## src/inc/dlc_pkg.sv

```systemverilog
// Purpose: Constants and carrier types of the data link control register
// Assumes: One 8-bit control register on a synchronous host port
// Notes: Bit positions follow the register layout, MSB first
package dlc_pkg;

	////////////////////////////////////////////////////////////////////////////
	// Register map
	localparam logic [7:0] ADDR_DATALINK_CTRL = 8'h00;
	localparam logic [7:0] DATALINK_CTRL_RST = 8'h00;
	localparam logic [7:0] RDATA_UNMAPPED = 8'h00;

	////////////////////////////////////////////////////////////////////////////
	// Field positions of datalink_ctrl
	localparam int unsigned POS_RX_CODE_DETECTOR_RESET = 7;
	localparam int unsigned POS_RX_LINK_CTRL_RESET = 6;
	localparam int unsigned POS_TX_IDLE_PATTERN_SELECT = 5;
	localparam int unsigned POS_TX_LINK_CTRL_RESET = 4;
	localparam int unsigned POS_TX_ABORT_TRIGGER = 3;
	localparam int unsigned POS_TX_END_OF_MESSAGE = 2;
	localparam int unsigned POS_TX_ZERO_INSERT_DEFEAT = 1;
	localparam int unsigned POS_TX_CRC_DEFEAT = 0;

	////////////////////////////////////////////////////////////////////////////
	// Transmit fill bytes
	localparam logic [7:0] BYTE_FLAG = 8'h7e;
	localparam logic [7:0] BYTE_IDLE_ONES = 8'hff;
	localparam logic [7:0] BYTE_ABORT = 8'hfe;

	////////////////////////////////////////////////////////////////////////////
	// Carriers
	typedef struct packed {
		logic wr;
		logic rd;
		logic [7:0] addr;
		logic [7:0] wdata;
	} dlc_bus_s;

	typedef struct packed {
		logic [7:0] ctrl;
		logic [7:0] rdata;
		logic rx_code_rst;
		logic rx_link_rst;
		logic tx_link_rst;
		logic tx_flush;
		logic abort_pend;
		logic [7:0] fill;
		logic zero_ins_en;
		logic crc_en;
	} dlc_state_s;

endpackage

```

## src/hw/dlc_datalink_ctrl.sv

```systemverilog
// Purpose: Data link control register with edge-triggered resets and abort
// Assumes: Host port strobes come from logic on I_MCLK, no synchroniser
// Notes: All outputs are flip-flops; I_CE low freezes every state bit
`timescale 1ns/100ps
`default_nettype none

// Function
// RQ1 - Rising code-detector bit resets receive code detector
// RQ2 - Rising receive link bit resets receive controller
// RQ3 - Rising transmit link bit resets transmit paths
// RQ4 - Idle select: zero gives 7Eh, one FFh
// RQ5 - Rising abort flushes FIFO, sends one FEh
// RQ6 - Zero-insert defeat bit disables zero insertion
// RQ7 - CRC defeat bit suppresses transmit CRC
module dlc_datalink_ctrl (
	// Clock, reset, enable
	input wire logic I_MCLK,
	input wire logic I_RESET,
	input wire logic I_CE,
	// Host register port
	input wire dlc_pkg::dlc_bus_s I_BUS,
	output logic [7:0] O_RDATA,
	// Transmit serializer handshake
	input wire logic I_TX_BYTE_TAKEN,
	// Reset pulses to the controllers
	output logic O_RX_CODE_RST,
	output logic O_RX_LINK_RST,
	output logic O_TX_LINK_RST,
	output logic O_TX_CODE_RST,
	// Transmit path control
	output logic O_TX_FLUSH,
	output logic [7:0] O_TX_FILL_BYTE,
	output logic O_TX_ZERO_INSERT_EN,
	output logic O_TX_CRC_EN,
	output logic O_TX_EOM
);

	////////////////////////////////////////////////////////////////////////////
	// Helpers

	// Reset and abort fire on a 0 to 1 change only, so a held bit is inert
	function automatic logic rise(input logic [7:0] old_v, input logic [7:0] new_v,
		input int unsigned pos);
		rise = new_v[pos] & ~old_v[pos];
	endfunction

	// Only one register is mapped; both strobes share this decode
	function automatic logic hit_ctrl(input logic [7:0] a);
		hit_ctrl = (a == dlc_pkg::ADDR_DATALINK_CTRL);
	endfunction

	function automatic logic [7:0] idle_byte(input logic [7:0] c);
		idle_byte = c[dlc_pkg::POS_TX_IDLE_PATTERN_SELECT] ?
			dlc_pkg::BYTE_IDLE_ONES : dlc_pkg::BYTE_FLAG;
	endfunction

	////////////////////////////////////////////////////////////////////////////
	// State

	localparam dlc_pkg::dlc_state_s STATE_RST = '{
		ctrl: dlc_pkg::DATALINK_CTRL_RST,
		rdata: dlc_pkg::RDATA_UNMAPPED,
		rx_code_rst: 1'b0,
		rx_link_rst: 1'b0,
		tx_link_rst: 1'b0,
		tx_flush: 1'b0,
		abort_pend: 1'b0,
		fill: dlc_pkg::BYTE_FLAG,
		zero_ins_en: 1'b1,
		crc_en: 1'b1
	};

	dlc_pkg::dlc_state_s state_r;
	dlc_pkg::dlc_state_s state_nxt;
	logic wr_hit;

	assign wr_hit = I_BUS.wr && hit_ctrl(I_BUS.addr);

	always_comb begin
		state_nxt = state_r;
		state_nxt.rx_code_rst = 1'b0;
		state_nxt.rx_link_rst = 1'b0;
		state_nxt.tx_link_rst = 1'b0;
		state_nxt.tx_flush = 1'b0;
		// Byte handed out, abort byte is spent
		if (I_TX_BYTE_TAKEN) begin
			state_nxt.abort_pend = 1'b0; // RQ5
		end
		if (wr_hit) begin
			state_nxt.ctrl = I_BUS.wdata;
			state_nxt.rx_code_rst = rise(state_r.ctrl, I_BUS.wdata,
				dlc_pkg::POS_RX_CODE_DETECTOR_RESET); // RQ1
			state_nxt.rx_link_rst = rise(state_r.ctrl, I_BUS.wdata,
				dlc_pkg::POS_RX_LINK_CTRL_RESET); // RQ2
			state_nxt.tx_link_rst = rise(state_r.ctrl, I_BUS.wdata,
				dlc_pkg::POS_TX_LINK_CTRL_RESET); // RQ3
			// New abort wins over a byte taken in the same cycle
			if (rise(state_r.ctrl, I_BUS.wdata, dlc_pkg::POS_TX_ABORT_TRIGGER)) begin
				state_nxt.tx_flush = 1'b1; // RQ5
				state_nxt.abort_pend = 1'b1; // RQ5
			end
		end
		// Abort byte first, then flag or idle until new data arrives
		state_nxt.fill = state_nxt.abort_pend ? dlc_pkg::BYTE_ABORT :
			idle_byte(state_nxt.ctrl); // RQ4 RQ5
		// Enables kept as own flops so the outputs need no inverter
		state_nxt.zero_ins_en = ~state_nxt.ctrl[dlc_pkg::POS_TX_ZERO_INSERT_DEFEAT]; // RQ6
		state_nxt.crc_en = ~state_nxt.ctrl[dlc_pkg::POS_TX_CRC_DEFEAT]; // RQ7
		if (I_BUS.rd) begin
			if (hit_ctrl(I_BUS.addr)) begin
				state_nxt.rdata = state_r.ctrl;
			end else begin
				state_nxt.rdata = dlc_pkg::RDATA_UNMAPPED;
			end
		end
	end

	always_ff @(posedge I_MCLK) begin
		if (I_RESET) begin
			state_r <= STATE_RST;
		end else if (I_CE) begin
			state_r <= state_nxt;
		end
	end

	////////////////////////////////////////////////////////////////////////////
	// Outputs

	assign O_RDATA = state_r.rdata;
	assign O_RX_CODE_RST = state_r.rx_code_rst;
	assign O_RX_LINK_RST = state_r.rx_link_rst;
	// One pulse serves both transmit controllers
	assign O_TX_LINK_RST = state_r.tx_link_rst; // RQ3
	assign O_TX_CODE_RST = state_r.tx_link_rst; // RQ3
	assign O_TX_FLUSH = state_r.tx_flush;
	assign O_TX_FILL_BYTE = state_r.fill;
	assign O_TX_ZERO_INSERT_EN = state_r.zero_ins_en; // RQ6
	assign O_TX_CRC_EN = state_r.crc_en; // RQ7
	// Cleared only by a host write or reset, kept here as a plain stored bit
	assign O_TX_EOM = state_r.ctrl[dlc_pkg::POS_TX_END_OF_MESSAGE];
endmodule

`default_nettype wire

```

## config.mk

```make
export PLATFORM = sky130hd
export DESIGN_NAME = dlc_datalink_ctrl
export DESIGN_NICKNAME = d
export VERILOG_FILES = /design/src/inc/dlc_pkg.sv /design/src/hw/dlc_datalink_ctrl.sv
export SDC_FILE = /design/constraint.sdc
export NUM_CORES = 1
export LEC_CHECK = 0
export ABC_CLOCK_PERIOD_IN_PS = 1800
export BUFFER_PORTS_ARGS = -buffer_cell sky130_fd_sc_hd__buf_2
export CAP_MARGIN = 25
export CORE_MARGIN = 2
export CORE_UTILIZATION = 46
export CTS_BUF_LIST = sky130_fd_sc_hd__clkbuf_4 sky130_fd_sc_hd__clkbuf_8 sky130_fd_sc_hd__clkbuf_16
export DETAILED_ROUTE_END_ITERATION = 12
export GPL_TIMING_DRIVEN = 0
export PLACE_DENSITY = 0.75
export RECOVER_POWER = 50
export SKIP_CTS_REPAIR_TIMING = 1
export SYNTH_ARGS = -nofsm -noshare
export SYNTH_HDL_FRONTEND = slang
export SYNTH_SLANG_ARGS = --single-unit
```

## constraint.sdc

```tcl
create_clock -name I_MCLK -period 1.8 [get_ports I_MCLK]
set_clock_uncertainty 0.15 [all_clocks]
set_input_delay 0.09 -clock I_MCLK [delete_from_list [all_inputs] [get_ports I_MCLK]]
set_output_delay 0.09 -clock I_MCLK [all_outputs]
set_load 0.05 [all_outputs]
```

==> results_dict.tcl <==
set metrics [dict create \
    power-per-cell-area_nw_per_um2 656 \
    tritoncts "built" \
    nNetsFinal 198 \
    seq_area_frac_synth 0.445 \
    dpl_cell_area_um2 1370 \
    cpPeakStageDelay_ns 0.52 \
    fin_setup_tns_ns 0 \
    clock_path_buffers 2 \
    slew_headroom 0.600 \
    ys_ff_latch 25 \
    portBuffers 38 \
    fin_area_um2 1460 \
    status "completed" \
    core_area_um2 2250 \
    synth.distinct_cells 28 \
    cp.required_ns 1.90 \
    path_class "in -> reg" \
    routed_wl_mm 2.41 \
    die-area_um2 2850 \
    first_pass_iters 4 \
    syn_inst 118 \
    place_congestion 0.728 \
    ant_nets 0 \
    cellLeakagePower_nw 0.673 \
    drc 0 \
    fillers 222 \
    clk_pin_slew_ns 0.13 \
    cts.sinks 25 \
    tightestPinTransition_ns 0.603 \
    drv_cap 0 \
    worstPathMaxFanout 10 \
    report.final.slew_viol_count 0 \
    start_util 0.498 \
    p_total_mw 0.957 \
    antenna_found_initial 0 \
    end_kind "flop" \
    h-tree-depth 1 \
    grt_pass1_wl_mm 3.82 \
    drtIter0Drc 10 \
    num_vias 990 \
    syn_area_per_cell_um2 9.52 \
    slowest_stage "dlygate4sd3_1" \
    fmax_mhz 635 \
    synth_edf_count 0 \
    cp_cell_sequence "dlygate4sd3_1, buf_2, nand4_1, buf_6, or3b_1, a21oi_1" \
    area_delta_synth_final_pct 29.8 \
    startpoint_type "input port" \
    die_h_um 53.4 \
    die_w_um 53.4 \
    row_count 17 \
    critPathArrivalTime_ns 1.67 \
    first_global_vias 895 \
    viasPerCell 4.88 \
    vdd_ir_drop_max_uv 519 \
    synth.cell_area_um2 1120 \
    numCtsBuffers 3 \
    track_usage 0.189 \
    layout_min_cycle_time_ns 1.57 \
    finalHoldViolCount 0 \
    clock-root-buffer "clkbuf_4" \
    clock_latency_ns 0.32 \
    drive_above_1_share 0.263 \
    grt_max_degree 14 \
    antennaDiodeCount 0 \
    rsz0062_at_grt "no" \
    wl_per_cell_um 11.9 \
    async_reset_ff_frac 0 \
    globalRouteOverflowTotal 0 \
    yosys_warnings 0 \
    final-setup-viol-count 0 \
    hpwl_mm 1.79 \
    hp-class "in -> reg" \
    finalCritPeriodShare 0.874 \
    synth_flop_cell "dfxtp_1" \
    io_pins 46 \
]
==> kinds of logic after synthesis <==
| group | synth area share |
|---|---|
| AOI/OAI and AO/OA | 0.119 |
| buffers and inverters | 0.145 |
| DFF | 0.445 |
| muxes | 0.100 |
| other | 0.00334 |
| and+or+nand+nor | 0.187 |
==> power by group <==
group / switching, mW / internal, mW / total (mW) / leakage, nW
clock: 0.162 / 0.102 / 0.264 / 0.0184
sequential: 0.00232 / 0.558 / 0.560 / 0.202
combinational: 0.0816 / 0.0516 / 0.133 / 0.453
==> state kept, by name (all words and copies together), names as in the netlist, named ones only <==
signal               count
O_RDATA                  8
O_RX_CODE_RST            1
O_RX_LINK_RST            1
O_TX_CODE_RST            1
O_TX_CRC_EN              1
O_TX_EOM                 1
O_TX_FILL_BYTE           2
O_TX_FLUSH               1
O_TX_ZERO_INSERT_EN      1
state_r                  6
==> layer usage <==
metal	global-route usage	vias to the layer above	share of wire	routed length, um
met5	0	-	0	0
met4	0.0897	0	0.032	78
met3	0.0198	9	0.067	162
met2	0.342	40	0.49	1190
met1	0.219	441	0.41	978
li1	-	500	-	-
==> per-stage QoR <==
| stage | utilization | setup slack (ns) | hold slack [ns] | cells |
|---|---|---|---|---|
| after global routing | 0.647 | 0.0581 | 0.0716 | 203 |
| after global placement | 0.607 | 0.198 | 0.174 | 189 |
| after floorplan | - | 0.415 | 0.0449 | 123 |
| after CTS | 0.620 | 0.470 | -0.138 | 193 |
| final | 0.647 | 0.226 | 0.0456 | 203 |
| after detailed placement | 0.607 | 0.138 | 0.196 | 189 |
==> worst max-delay path: cells and delay by family <==
family / cells / cell delay [ns]
compound gates: 1 / 0.15
buf+inv: 3 / 0.91
simple gates: 2 / 0.52
==> final timing paths <==
path                         from                 to  slack [ns]  depth (start not counted)
hold reg to reg     O_RX_CODE_RST      O_RX_CODE_RST        0.33                          2
hold / removal    I_TX_BYTE_TAKEN        state_r[10]        0.05                          4
setup reg to reg      state_r[26]  O_TX_FILL_BYTE[7]        0.56                          3
setup / recovery             I_CE      O_RX_LINK_RST        0.23                          6
==> cell usage in the layout (no fill, tap or decap) <==
master / instances
dfxtp_1: 25
clkbuf_1: 22
buf_2: 20
nor2_1: 18
buf_4: 17
dlygate4sd3_1: 10
mux2i_1: 9
a22oi_1: 8
conb_1: 6
nand2_1: 5
a21oi_1: 5
clkbuf_4: 4
or3b_1: 3
nand3_1: 2
nand2b_1: 2
nor3_1: 2
mux2_2: 2
o21ai_1: 2
nor4_4: 1
nor4_1: 1
nand4_1: 1
buf_6: 1
and4_2: 1
clkinv_1: 1
nor2b_1: 1
inv_1: 1
o21a_1: 1
o211a_1: 1
o21ai_0: 1
o31ai_1: 1
o32ai_1: 1
==> cell usage after synthesis (2+ instances only) <==
master	n	share of area
nor2_1	18	0.060
dfxtp_1	25	0.45
nor3_1	2	0.0089
mux2i_1	9	0.080
nand2b_1	2	0.011
clkbuf_1	3	0.010
buf_4	17	0.11
a22oi_1	8	0.053
mux2_2	2	0.020
or3b_1	3	0.023
nand3_1	2	0.0089
o21ai_1	2	0.0089
nor4_4	2	0.038
a21oi_1	5	0.022
nand2_1	5	0.017
==> cell type report <==
| cell class | count | area, um2 | share of cell area |
|---|---|---|---|
| clock buffers | 4 | 30.0 | 0.0206 |
| flip-flops and latches | 25 | 500 | 0.343 |
| plain buffers | 22 | 155 | 0.106 |
| repair buffers | 48 | 267 | 0.183 |
| inverters | 2 | 7.51 | 0.00515 |
| multi-input cells | 74 | 464 | 0.318 |
| well taps | 28 | 35.0 | 0.0240 |
Power figures use the tool's default switching activity.
